`config.mk`:
```
export PLATFORM = sky130hd
export DESIGN_NAME = anc_top
export DESIGN_NICKNAME = d
export VERILOG_FILES = /design/src/design/anc_pkg.sv /design/src/design/anc_fifo.sv /design/src/design/anc_top.sv
export VERILOG_INCLUDE_DIRS = /design/src /design/src/design
export SDC_FILE = /design/constraint.sdc
export NUM_CORES = 1
export LEC_CHECK = 0
export ABC_AREA = 1
export BUFFER_PORTS_ARGS = -buffer_cell sky130_fd_sc_hd__buf_2
export CAP_MARGIN = 15
export CORE_MARGIN = 3
export CORE_UTILIZATION = 45
export CTS_CLUSTER_DIAMETER = 120
export DETAILED_ROUTE_END_ITERATION = 16
export PLACE_DENSITY = 0.72
export SLEW_MARGIN = 0
export SYNTH_ARGS = -nofsm -noshare
export SYNTH_HDL_FRONTEND = slang
export SYNTH_SLANG_ARGS = --single-unit
```
`constraint.sdc`:
```
create_clock -name i_sys_clk -period 3.5 [get_ports i_sys_clk]
set_input_delay 0.35 -clock i_sys_clk [delete_from_list [all_inputs] [get_ports i_sys_clk]]
set_output_delay 0.35 -clock i_sys_clk [all_outputs]
set_load 0.005 [all_outputs]
```
`src/design/anc_consts.svh`:
```
// Offsets, field positions, reset values and timing counts for the
// analog network control block. Assumes a 32-bit APB register bus.
`ifndef ANC_CONSTS_SVH
`define ANC_CONSTS_SVH

`define ANC_OFS_INT_FLAGS    8'h06
`define ANC_OFS_INT_ENABLES  8'h07
`define ANC_OFS_RES_HIGH     8'h10
`define ANC_OFS_RES_LOW      8'h11
`define ANC_OFS_RES_EXTRA    8'h12
`define ANC_OFS_CONV_CTRL    8'h13
`define ANC_OFS_CHOP_CTRL    8'h15
`define ANC_OFS_SEL_A        8'h18
`define ANC_OFS_SEL_B        8'h19
`define ANC_OFS_ENA_GAIN     8'h1A
`define ANC_OFS_AMP_SEL      8'h1B
`define ANC_OFS_FIFO_STAT    8'h1C

`define ANC_RST_BYTE         8'h00
`define ANC_CTRL_WMASK       8'h0F
`define ANC_CHOP_WMASK       8'h0C
`define ANC_ENA_WMASK        8'h8F
`define ANC_IRQ_FLAG_BIT     2
`define ANC_COMB_EN_BIT      3
`define ANC_RATE_LSB         0
`define ANC_CHOP_LSB         2
`define ANC_CONV_EN_BIT      1
`define ANC_SHORT_BIT        0
`define ANC_GAIN_LSB         2
`define ANC_REF_EN_BIT       7

`define ANC_RATE_BASE        14'd125
`define ANC_RATE_MAX_CODE    3'h6
`define ANC_CHOP_DIV_SLOW    10'd1000
`define ANC_CHOP_DIV_FAST    10'd500
`define ANC_CHOP_SLOW_CODE   2'h3
`define ANC_CHOP_FAST_CODE   2'h2
`define ANC_FIFO_DEPTH       16

`endif

```
`src/design/anc_pkg.sv`:
```
// Types shared by the analog network control block.
// Assumes anc_consts.svh supplies the numeric constants.
package anc_pkg;

    typedef struct packed {
        logic [15:0] word;
        logic [7:0]  extra;
    } anc_sample_type;

    typedef struct packed {
        logic [1:0] neg_input_select;
        logic [2:0] filter_input_select;
        logic       filter_short;
        logic [1:0] pos_path_select;
    } anc_select_a_type;

    typedef enum logic [1:0] {
        ANC_CHOP_POS_OFS = 2'b00,
        ANC_CHOP_NEG_OFS = 2'b01,
        ANC_CHOP_FAST    = 2'b10,
        ANC_CHOP_SLOW    = 2'b11
    } anc_chop_type;

endpackage : anc_pkg

```
`src/design/anc_fifo.sv`:
```
// Synchronous valid/ready FIFO used between the modulator sample input
// and the result latch. Assumes one clock and an active-low async reset.
`timescale 1ns/1ps
module anc_fifo #(
    parameter int WIDTH = 24,
    parameter int DEPTH = 16
) (
    input  wire logic             i_sys_clk,  // System clock.
    input  wire logic             i_rst_b,    // Async reset, active low.
    input  wire logic             i_valid,    // Write side valid.
    output logic                  o_ready,    // Write side ready.
    input  wire logic [WIDTH-1:0] i_data,     // Write data.
    output logic                  o_valid,    // Read side valid.
    input  wire logic             i_ready,    // Read side ready.
    output logic [WIDTH-1:0]      o_data      // Read data.
);
    localparam int AW = $clog2(DEPTH);

    logic [WIDTH-1:0] mem_reg [DEPTH];
    logic [AW-1:0]    wr_reg, wr_next, rd_reg, rd_next;
    logic [AW:0]      cnt_reg, cnt_next;
    logic             push, pop;

    always_comb begin
        push     = i_valid && (cnt_reg != DEPTH[AW:0]);
        pop      = i_ready && (cnt_reg != '0);
        wr_next  = push ? wr_reg + 1'b1 : wr_reg;
        rd_next  = pop ? rd_reg + 1'b1 : rd_reg;
        cnt_next = cnt_reg + {{AW{1'b0}}, push} - {{AW{1'b0}}, pop};
        o_ready  = cnt_reg != DEPTH[AW:0];
        o_valid  = cnt_reg != '0;
        o_data   = mem_reg[rd_reg];
    end

    always_ff @(posedge i_sys_clk) begin
        if (push) begin
            mem_reg[wr_reg] <= i_data;
        end
    end

    always_ff @(posedge i_sys_clk or negedge i_rst_b) begin
        if (!i_rst_b) begin
            wr_reg  <= '0;
            rd_reg  <= '0;
            cnt_reg <= '0;
        end else begin
            wr_reg  <= wr_next;
            rd_reg  <= rd_next;
            cnt_reg <= cnt_next;
        end
    end
endmodule : anc_fifo

```
`src/design/anc_top.sv`:
```
// Register control and result logic of the analog network: amplifier and
// sigma-delta converter selects, rate and chopper dividers, result bytes.
// Assumes an APB master, a converter clock enable pulse and a modulator
// filter that offers signed samples with valid/ready, all on i_sys_clk.
//
// Operation
// - Result high/low bytes at 0x10/0x11, reset zero.
// - Bits 15 and 14 both carry sign.
// - Extra byte 0x12 extends result to 24 bits.
// - Comb enable bit 3; clear forces zero result.
// - Rate field divides converter clock 125..8000.
// - Converter result is 14-bit ratio data.
// - Chopper codes 11/10 divide clock 1000/500.
// - Codes 01/00 disable chopping, pick offset mode.
// - Select bits 7:6 choose negative input.
// - Select bits 5:3 choose filter input.
// - Select bit 2 shorts filter in to out.
// - Select bits 1:0 choose positive input.
// - Enable register bit 1 enables converter.
// - Enable register bit 0 shorts differential inputs.
`timescale 1ns/1ps
`include "anc_consts.svh"
module anc_top
    import anc_pkg::*;
#(
    parameter int FIFO_DEPTH = `ANC_FIFO_DEPTH
) (
    input  wire logic        i_sys_clk,        // System clock, 25 MHz.
    input  wire logic        i_rst_b,          // Async reset, active low.
    input  wire logic        i_psel,           // APB select.
    input  wire logic        i_penable,        // APB enable.
    input  wire logic        i_pwrite,         // APB write.
    input  wire logic [11:0] i_paddr,          // APB byte address.
    input  wire logic [31:0] i_pwdata,         // APB write data.
    output logic [31:0]      o_prdata,         // APB read data.
    output logic             o_pready,         // APB ready.
    output logic             o_pslverr,        // APB error, unmapped.
    input  wire logic        i_conv_clk_en,    // Converter clock tick.
    input  wire logic        i_mod_valid,      // Modulator sample valid.
    input  wire logic [23:0] i_mod_data,       // Modulator sample.
    output logic             o_mod_ready,      // Modulator may send.
    output logic [7:0]       o_input_select_a, // Network select A.
    output logic [7:0]       o_input_select_b, // Network select B.
    output logic [7:0]       o_amplifier_select, // Amplifier selects.
    output logic [1:0]       o_adc_gain,       // Converter input gain.
    output logic             o_ref_enable,     // Internal reference on.
    output logic             o_conv_enable,    // Converter enable.
    output logic             o_input_short,    // Inputs shorted.
    output logic             o_comb_filter_enable, // Comb filter on.
    output logic             o_chop_enable,    // Chopping active.
    output logic             o_chop_clk,       // Chopper clock.
    output logic             o_neg_offset,     // Negative offset mode.
    output logic             o_rate_tick       // Output rate strobe.
);
    logic [7:0]  int_flags_reg, int_flags_next;
    logic [7:0]  int_en_reg, int_en_next;
    logic [7:0]  ctrl_reg, ctrl_next;
    logic [7:0]  chop_reg, chop_next;
    logic [7:0]  sel_a_reg, sel_a_next;
    logic [7:0]  sel_b_reg, sel_b_next;
    logic [7:0]  ena_reg, ena_next;
    logic [7:0]  amp_reg, amp_next;
    anc_sample_type res_reg, res_next;
    logic [31:0] prdata_reg, prdata_next;
    logic        pready_reg, pready_next;
    logic        pslverr_reg, pslverr_next;
    logic [13:0] rate_cnt_reg, rate_cnt_next;
    logic        tick_reg, tick_next;
    logic [9:0]  chop_cnt_reg, chop_cnt_next;
    logic        chop_clk_reg, chop_clk_next;
    logic        fifo_valid, fifo_ready;
    logic [23:0] fifo_data;
    logic        wr_en, rd_en, rate_end, latch, irq_set;
    logic [13:0] rate_div;
    logic [9:0]  chop_half;
    anc_chop_type chop_mode;
    anc_select_a_type sel_a;

    // Divisor of the output rate: 125 shifted left by the code, top at 8000.
    function automatic logic [13:0] rate_divisor(input logic [2:0] code);
        logic [2:0] c;
        c = (code > `ANC_RATE_MAX_CODE) ? `ANC_RATE_MAX_CODE : code;
        return `ANC_RATE_BASE << c;
    endfunction : rate_divisor

    // Register write with a mask of the implemented bits.
    function automatic logic [7:0] masked(input logic [7:0] old_v,
                                          input logic [7:0] new_v,
                                          input logic [7:0] mask);
        return (old_v & ~mask) | (new_v & mask);
    endfunction : masked

    anc_fifo #(
        .WIDTH (24),
        .DEPTH (FIFO_DEPTH)
    ) u_fifo (
        .i_sys_clk (i_sys_clk),
        .i_rst_b   (i_rst_b),
        .i_valid   (i_mod_valid),
        .o_ready   (o_mod_ready),
        .i_data    (i_mod_data),
        .o_valid   (fifo_valid),
        .i_ready   (fifo_ready),
        .o_data    (fifo_data)
    );

    // APB slave: one wait state, then pready raised for one cycle.
    always_comb begin
        wr_en = i_psel && i_penable && i_pwrite && !pready_reg;
        rd_en = i_psel && i_penable && !i_pwrite && !pready_reg;
        sel_a = anc_select_a_type'(sel_a_reg);
        chop_mode = anc_chop_type'(chop_reg[`ANC_CHOP_LSB +: 2]);
        rate_div = rate_divisor(ctrl_reg[`ANC_RATE_LSB +: 3]);
        rate_end = i_conv_clk_en && (rate_cnt_reg >= rate_div - 14'd1);
        // A sample is taken only at the interval boundary so that all
        // three result bytes change in one cycle.
        fifo_ready = rate_end;
        latch = rate_end && fifo_valid && ena_reg[`ANC_CONV_EN_BIT];
        irq_set = latch;

        pready_next  = i_psel && i_penable && !pready_reg;
        pslverr_next = 1'b0;
        prdata_next  = 32'h0000_0000;
        int_flags_next = int_flags_reg;
        int_en_next = int_en_reg;
        ctrl_next   = ctrl_reg;
        chop_next   = chop_reg;
        sel_a_next  = sel_a_reg;
        sel_b_next  = sel_b_reg;
        ena_next    = ena_reg;
        amp_next    = amp_reg;
        if (i_paddr[11:10] != 2'b00 || i_paddr[1:0] != 2'b00) begin
            pslverr_next = pready_next;
        end else if (wr_en) begin
            case (i_paddr[9:2])
                `ANC_OFS_INT_FLAGS:   int_flags_next = i_pwdata[7:0];
                `ANC_OFS_INT_ENABLES: int_en_next = i_pwdata[7:0];
                `ANC_OFS_CONV_CTRL:   ctrl_next = masked(ctrl_reg,
                                          i_pwdata[7:0], `ANC_CTRL_WMASK);
                `ANC_OFS_CHOP_CTRL:   chop_next = masked(chop_reg,
                                          i_pwdata[7:0], `ANC_CHOP_WMASK);
                `ANC_OFS_SEL_A:       sel_a_next = i_pwdata[7:0];
                `ANC_OFS_SEL_B:       sel_b_next = i_pwdata[7:0];
                `ANC_OFS_ENA_GAIN:    ena_next = masked(ena_reg,
                                          i_pwdata[7:0], `ANC_ENA_WMASK);
                `ANC_OFS_AMP_SEL:     amp_next = i_pwdata[7:0];
                `ANC_OFS_RES_HIGH,
                `ANC_OFS_RES_LOW,
                `ANC_OFS_RES_EXTRA,
                `ANC_OFS_FIFO_STAT:   ;
                default:              pslverr_next = 1'b1;
            endcase
        end else if (rd_en) begin
            case (i_paddr[9:2])
                `ANC_OFS_INT_FLAGS:   prdata_next[7:0] = int_flags_reg;
                `ANC_OFS_INT_ENABLES: prdata_next[7:0] = int_en_reg;
                `ANC_OFS_RES_HIGH:    prdata_next[7:0] = res_reg.word[15:8];
                `ANC_OFS_RES_LOW:     prdata_next[7:0] = res_reg.word[7:0];
                `ANC_OFS_RES_EXTRA:   prdata_next[7:0] = res_reg.extra;
                `ANC_OFS_CONV_CTRL:   prdata_next[7:0] = ctrl_reg;
                `ANC_OFS_CHOP_CTRL:   prdata_next[7:0] = chop_reg;
                `ANC_OFS_SEL_A:       prdata_next[7:0] = sel_a_reg;
                `ANC_OFS_SEL_B:       prdata_next[7:0] = sel_b_reg;
                `ANC_OFS_ENA_GAIN:    prdata_next[7:0] = ena_reg;
                `ANC_OFS_AMP_SEL:     prdata_next[7:0] = amp_reg;
                `ANC_OFS_FIFO_STAT:   prdata_next[1:0] = {fifo_valid,
                                                          o_mod_ready};
                default:              pslverr_next = 1'b1;
            endcase
        end
        // A new result sets the flag; it wins over a clearing write.
        if (irq_set) begin
            int_flags_next[`ANC_IRQ_FLAG_BIT] = 1'b1;
        end
    end

    // Result path: sign in bits 15 and 14, 14 data bits, extra low byte.
    always_comb begin
        res_next = res_reg;
        if (!ctrl_reg[`ANC_COMB_EN_BIT]) begin
            res_next = '0;
        end else if (latch) begin
            res_next.word  = {fifo_data[23], fifo_data[23],
                              fifo_data[21:8]};
            res_next.extra = fifo_data[7:0];
        end
    end

    // Output rate and chopper dividers.
    always_comb begin
        rate_cnt_next = rate_cnt_reg;
        tick_next = rate_end;
        if (!ena_reg[`ANC_CONV_EN_BIT]) begin
            rate_cnt_next = 14'd0;
            tick_next = 1'b0;
        end else if (rate_end) begin
            rate_cnt_next = 14'd0;
        end else if (i_conv_clk_en) begin
            rate_cnt_next = rate_cnt_reg + 14'd1;
        end
        chop_half = 10'd0;
        case (chop_mode)
            ANC_CHOP_SLOW:    chop_half = `ANC_CHOP_DIV_SLOW >> 1;
            ANC_CHOP_FAST:    chop_half = `ANC_CHOP_DIV_FAST >> 1;
            ANC_CHOP_NEG_OFS: chop_half = 10'd0;
            ANC_CHOP_POS_OFS: chop_half = 10'd0;
            default:          chop_half = 10'd0;
        endcase
        chop_cnt_next = 10'd0;
        chop_clk_next = 1'b0;
        if (chop_half != 10'd0) begin
            chop_clk_next = chop_clk_reg;
            if (chop_cnt_reg >= chop_half - 10'd1) begin
                chop_clk_next = !chop_clk_reg;
            end else begin
                chop_cnt_next = chop_cnt_reg + 10'd1;
            end
        end
    end

    always_ff @(posedge i_sys_clk or negedge i_rst_b) begin
        if (!i_rst_b) begin
            int_flags_reg <= `ANC_RST_BYTE;
            int_en_reg    <= `ANC_RST_BYTE;
            ctrl_reg      <= `ANC_RST_BYTE;
            chop_reg      <= `ANC_RST_BYTE;
            sel_a_reg     <= `ANC_RST_BYTE;
            sel_b_reg     <= `ANC_RST_BYTE;
            ena_reg       <= `ANC_RST_BYTE;
            amp_reg       <= `ANC_RST_BYTE;
            res_reg       <= '0;
            prdata_reg    <= 32'h0000_0000;
            pready_reg    <= 1'b0;
            pslverr_reg   <= 1'b0;
            rate_cnt_reg  <= 14'd0;
            tick_reg      <= 1'b0;
            chop_cnt_reg  <= 10'd0;
            chop_clk_reg  <= 1'b0;
        end else begin
            int_flags_reg <= int_flags_next;
            int_en_reg    <= int_en_next;
            ctrl_reg      <= ctrl_next;
            chop_reg      <= chop_next;
            sel_a_reg     <= sel_a_next;
            sel_b_reg     <= sel_b_next;
            ena_reg       <= ena_next;
            amp_reg       <= amp_next;
            res_reg       <= res_next;
            prdata_reg    <= prdata_next;
            pready_reg    <= pready_next;
            pslverr_reg   <= pslverr_next;
            rate_cnt_reg  <= rate_cnt_next;
            tick_reg      <= tick_next;
            chop_cnt_reg  <= chop_cnt_next;
            chop_clk_reg  <= chop_clk_next;
        end
    end

    // Outputs are straight register copies; field views follow.
    always_comb begin
        o_prdata  = prdata_reg;
        o_pready  = pready_reg;
        o_pslverr = pslverr_reg;
        o_input_select_a   = {sel_a.neg_input_select,
                              sel_a.filter_input_select,
                              sel_a.filter_short,
                              sel_a.pos_path_select};
        o_input_select_b   = sel_b_reg;
        o_amplifier_select = amp_reg;
        o_adc_gain    = ena_reg[`ANC_GAIN_LSB +: 2];
        o_ref_enable  = ena_reg[`ANC_REF_EN_BIT];
        o_conv_enable = ena_reg[`ANC_CONV_EN_BIT];
        o_input_short = ena_reg[`ANC_SHORT_BIT];
        o_comb_filter_enable = ctrl_reg[`ANC_COMB_EN_BIT];
        o_chop_enable = chop_reg[`ANC_CHOP_LSB + 1];
        o_neg_offset  = (chop_mode == ANC_CHOP_NEG_OFS);
        o_chop_clk    = chop_clk_reg;
        o_rate_tick   = tick_reg;
    end
endmodule : anc_top

```
### Word-level counts from Yosys, hierarchy flattened

Memories as Yosys holds them, arrays and structs flattened.
Cells that the tools add are included.

| word-level totals | value |
|---|---|
| flip-flop bits (word level) | 137 |
| memory bits (writable) | 384 |
| input port bits | 75 |
| output and inout port bits | 69 |
| word-level logic and storage cells | 117 |
| memories kept | 1 |

| operators by class | value |
|---|---|
| add/subtract/negate cells | 8 |
| order comparisons | 3 |
| equality and inequality tests | 20 |
| shifts and indexed selects | 1 |
| muxes and demuxes | 27 |
| bitwise gates (word level) | 4 |
| reduce and logical (&&, ||, !) cells | 32 |

Memories:

| name | words | bits a word | read ports | clocked after Yosys merged registers in | wr ports | line | source |
|---|---|---|---|---|---|---|---|
| u_fifo.mem_reg | 16 | 24 | 1 | 0 | 1 | anc_fifo.sv:19 | `logic [WIDTH-1:0] mem_reg [DEPTH];` |

Operator list:

| kind | count |
|---|---|
| $eq 8x5->1 const B | 10 |
| $pmux 6 s11 | 1 |
| $mux 24 | 2 |
| $mux 14 | 3 |
| $pmux 10 s3 | 1 |
| $reduce_and 3->1 | 9 |
| $mux 8 | 3 |
| $pmux 2 s12 | 1 |
| $mux 10 | 2 |
| $eq 8x3->1 const B | 2 |
| $or 8x4->8 | 2 |
| $add 14x1->14 const B | 1 |
| $ge 14x14->1 | 1 |
| $shl 7x3->14 const A | 1 |
| $sub 14x1->14 const B | 1 |
| $mux 3 | 4 |
| $reduce_or 12->1 | 1 |
| $add 10x1->10 const B | 1 |
| $ge 10x10->1 | 1 |
| $logic_and 1x1->1 | 10 |
| $mux 1 | 10 |
| $reduce_bool 10->1 | 1 |
| $sub 10x1->10 const B | 1 |
| $add 4x1->4 const B | 2 |
| other kinds (17) | 24 |

### Depth between registers and ports, before layout

| logic depth | value |
|---|---|
| word-level depth | 10 |
| depth in mapped cells | 23 |
| gate-level depth less buffers | 23 |

### Hierarchy

Synthesis repeated with hierarchy kept, for this count alone.

| unflattened totals | value |
|---|---|
| cells, all modules | 2412 |
| area total of the unflattened synthesis | 23193.5 sq um |

Modules (own cells, without submodules):

| module | times used | cells an instance | area each (sq um) | seq. area each (sq um) |
|---|---|---|---|---|
| anc_fifo | 1 | 1602 | 16889.9 | 11856.4 |
| anc_top | 1 | 810 | 6303.5 | 2752.6 |

### Least setup slack after synthesis

Ideal clock, no wire load.

| path | value |
|---|---|
| kind | flip-flop to flip-flop |
| from | register ctrl_reg[1] |
| to | register u_fifo.cnt_reg[4] |
| library setup time | 0.128 ns |
| arrival | 3.081 ns |
| required time | 3.372 ns |
| path slack | 0.292 ns |
| stages on the path, launching flop included | 24 |
| path buffers | 0 |
| period minus slack after synthesis | 3.208 ns |
| path through | dfrtp_1 -> nand2_1 -> nand2_1 -> nand2_1 -> inv_1 -> nor2_1 -> inv_1 -> ha_1 -> nand2_1 -> nor2_1 -> nand2_1 -> nor2_1 -> nand2_1 -> nand3_2 -> nand2_1 -> nor2_4 -> ha_1 -> inv_1 -> ha_1 -> inv_1 -> fa_1 -> o21ai_0 -> a21oi_1 -> xor2_1 |

| on the way | value |
|---|---|
| longest elaborated chain between the ends | 8 |

RTL lines:

| item | line | source |
|---|---|---|
| start: declaration | anc_top.sv:57 | `logic [7:0] ctrl_reg, ctrl_next;` |
| start signal: assignment | anc_top.sv:225 | `` ctrl_reg <= `ANC_RST_BYTE; `` |
| start signal: assignment | anc_top.sv:242 | `ctrl_reg <= ctrl_next;` |
| $gt 3x3->1 (no line) | - |  |
| $mux 3 (*) | anc_top.sv:82 | `` c = (code > `ANC_RATE_MAX_CODE) ? `ANC_RATE_MAX_CODE : code; `` |
| $shl 7x3->14 (no line) (*) | - |  |
| $sub 14x1->14 (*) | anc_top.sv:114 | `rate_end = i_conv_clk_en && (rate_cnt_reg >= rate_div - 14'd1);` |
| $ge 14x14->1 (*) | anc_top.sv:114 |  |
| $logic_and 1x1->1 (*) | anc_top.sv:114 |  |
| $logic_and 1x1->1 (*) | anc_fifo.sv:26 | `pop = i_ready && (cnt_reg != '0);` |
| net u_fifo.pop | anc_fifo.sv:22 | `logic push, pop;` |
| $sub 5x1->5 (*) | anc_fifo.sv:29 | `cnt_next = cnt_reg + {{AW{1'b0}}, push} - {{AW{1'b0}}, pop};` |
| net u_fifo.cnt_next[4] | anc_fifo.sv:21 | `logic [AW:0] cnt_reg, cnt_next;` |
| end signal: assignment | anc_fifo.sv:49 | `cnt_reg <= cnt_next;` |
| end: declaration | anc_fifo.sv:21 |  |

Mark *: on every way through the listed nets, which the timed path passes. The rest lies on a longest branch.
A chain may end at the register's enable or synchronous reset.

### Final worst setup path

| path | value |
|---|---|
| from | register ctrl_reg[2] |
| to | register u_fifo.cnt_reg[4] |

Same word-level chain as after synthesis.

==> out/metrics.csv <==
metric,value,unit
clk sink count,491,
CTS tree,done,
max-cap viol count,0,
Min-Delay Path Class,input port to flip-flop,
Synth async-reset ratio,25.1,%
Cell Rows,79,
post-detail-place hpwl,30000,microns
post-route setup TNS,0,ps
Critical Path AT,3670,ps
Critical Path Sink Type,flip-flop,
DRT iter0 DRCs,1678,
register area share after synthesis,65.9,%
startpoint types,flip-flop,
Top Ports,144,
ANT nets after route,0,
"commonest non-fill, non-tap cell in the layout",edfxtp_1,
WL/cell,18.8,microns
PortBufs,94,
Comb power frac,11.1,%
All-Layer GR Usage,20.4,%
"Distinct cells, synth",42,
Fmax achieved,311,MHz
status,"finished, final reports clean",
die area,0.0503,sq mm
Post-synth EDFFs,368,
clock skew,22.3,ps
buffer depth of the longest clock path,3,
final period utilization,91.9,%
Internal Power,10.1,mW
Core ar.,0.0468,sq mm
worst-path fanout max,7,
pins over their slew limit,0,
Slew HR,23.5,%
pre-CTS WS,11.4,ps
first-pass GRT wire length,80400,microns
pin count of the biggest net entering global routing,138,
Nets,2184,
H-Tree Depth,2,
grt total ovfl,0,
routability congestion estimate,0.849,
share of layout cells above drive strength 1,13.3,%
initial antenna violation count,2,
Ys Warns,0,
Num CTS Buffers,49,
"Slowest-stage cell, CP",dfrtp_2,
critical path type,flip-flop to flip-flop,
P per Cell Area,558,mW/mm^2
switching power,3.42,mW
drt pass-1 iters,6,
vias in the first global route,14400,
worst ir drop on vdd,430,uV
Die Span X,224,microns
"commonest non-fill, non-tap cells in the layout","368 x edfxtp_1, 364 x nor2_1, 269 x nand2_1",
leak pwr,9.48,nW
Area Overhead vs Synth,12.6,%
dominant synthesized flop cell,edfxtp_1,
root buf cell,clkbuf_16,
Worst-path clk slew,60,ps
Via Count,14900,
residual DRC count,0,
Vias/cell,5.49,
RSZ-0062 raised after global routing,no,
Clock Power Share,37.6,%
chip height,224,microns
max reg flops,368,
sw frac,25.4,%
fin worst setup slack,282,ps
worst path cell trace,nand2_2 > nand2_1 > nand2_1 > inv_1 > nor2_4 > inv_1 > ha_1 > nand2_1 > nand2_1 > nand2_1 > nand2_1 > nor2_1 > nand3_2 > nand2_2 > nor2_4 > ha_1 > inv_1 > ha_1 > inv_1 > fa_2 > o21ai_1 > a21oi_1 > xor2_1,
number of setup violations in the final report,0,
Worst EP required,3950,ps
final hold violations,0,
max incr delay on CP,450,ps
Setup Buffers After CTS,0,
Worst Tran Pin Value,1150,ps
Syn Inst Count,1979,
Initial Utilization,45.8,%
Synth Register Bits,491,
Mean Syn Cell Area,10.8,sq um
clock latency on the worst-skew pair,590,ps
Seq pwr share,51.2,%
CP most frequent cell,nand2_1,
Routed WL,51200,microns
minimum clock period after layout,3220,ps
Post-Syn Area,0.0214,sq mm
power groups by stage:
stage | registers [mW] | clock network [mW] | logic [mW]
2_1_floorplan | 6.99 | 0 | 0.939
6_report | 6.91 | 5.07 | 1.50
4_1_cts | 6.90 | 5.15 | 1.50
3_3_place_gp | 7.00 | 0 | 1.42
3_5_place_dp | 7.02 | 0 | 1.49
5_1_grt | 6.94 | 5.40 | 1.68
Yosys cell counts (all sizes together), types with 14 or more instances:
cell	number	area, sq um
a21oi	56	280
buf	69	527
clkbuf	48	180
dfrtp	123	3080
edfxtp	368	11100
ha	32	400
inv	109	412
nand2	281	1100
nand3	125	643
nor2	391	1540
nor3	15	109
o211ai	60	450
o21ai	256	1320
xor2	14	123
cell families (layout without fill, tap and decap cells):
family | after synthesis | after routing | share of synthesized area [%]
AND/OR/NAND/NOR | 827 | 827 | 16.3
flip-flops | 491 | 491 | 65.9
AO/OA/AOI/OAI | 380 | 380 | 9.81
buffers and inverters | 228 | 341 | 5.25
adder cells (fa/ha/maj) | 33 | 33 | 1.96
XOR/XNOR | 18 | 18 | 0.735
other | 2 | 26 | 0.0350
metal layers:
layer / vias to the layer above / GRT usage [%] / wire length [microns]
li1: 6974 / - / -
met2: 617 / 32.3 / 23700
met4: 2 / 6.56 / 1320
met1: 7238 / 28.8 / 21900
met5: - / 0 / 16
met3: 107 / 3.58 / 4340
timing repair:
item                       in CTS  in global routing
setup endpoints to repair       1                  2
hold buffers                    3                  0
hold endpoints to repair       73                  0
cloned                          0                  0
pin swaps                       0                  2
gates resized for setup         1                  9
final cells by class:
type                       count  area (sq um)
fill                        3969         22600
timing repair buffer         140           926
sequential                   491         14100
antenna                        1          2.50
multi-input combinational   1283          6330
clock buffer                  66          1350
inverter                     111           422
tap                          607           759
clock inverter                24           211
per-stage QoR:
step                      std cells  power (mW)  instance area (sq um)  hold WS (ps)  utilization (%)
final                          2723        13.5                  24100          98.1             51.6
after global routing           2722        14.0                  24100          90.8             51.6
after CTS                      2722        13.6                  24100          63.3             51.6
after detailed placement       2629        8.51                  22500           437             48.2
after global placement         2629        8.43                  22500           435             48.2
after floorplan                2002        7.93                  21500          54.4                -
worst max-delay path, delay by kind of cell, from the launching register on:
| family | cells | cell delay (ps) |
|---|---|---|
| xor+xnor | 1 | 140 |
| fa+ha+maj | 4 | 1080 |
| simple gates | 12 | 960 |
| compound gates | 2 | 220 |
| flops | 1 | 450 |
| buf+inv | 4 | 240 |
path summary, 6_finish.rpt:
check / end / slack (ps) / depth (start not counted) / start
setup reg to reg: u_fifo.cnt_reg[4]$_DFF_PN0_ / 280 / 23 / ctrl_reg[2]$_DFFE_PN0P_
max in group asynchronous: o_input_select_b[0]$_DFFE_PN0P_ / 2290 / 3 / i_rst_b
hold / removal: int_en_reg[6]$_DFFE_PN0P_ / 100 / 3 / i_pwdata[6]
setup / recovery: u_fifo.cnt_reg[4]$_DFF_PN0_ / 280 / 23 / ctrl_reg[2]$_DFFE_PN0P_
min in group asynchronous: rate_cnt_reg[8]$_DFFE_PN0P_ / 440 / 2 / i_rst_b
hold reg to reg: o_pready$_DFF_PN0_ / 440 / 1 / o_pready$_DFF_PN0_
No activity file was read; power rests on OpenSTA's default activity.
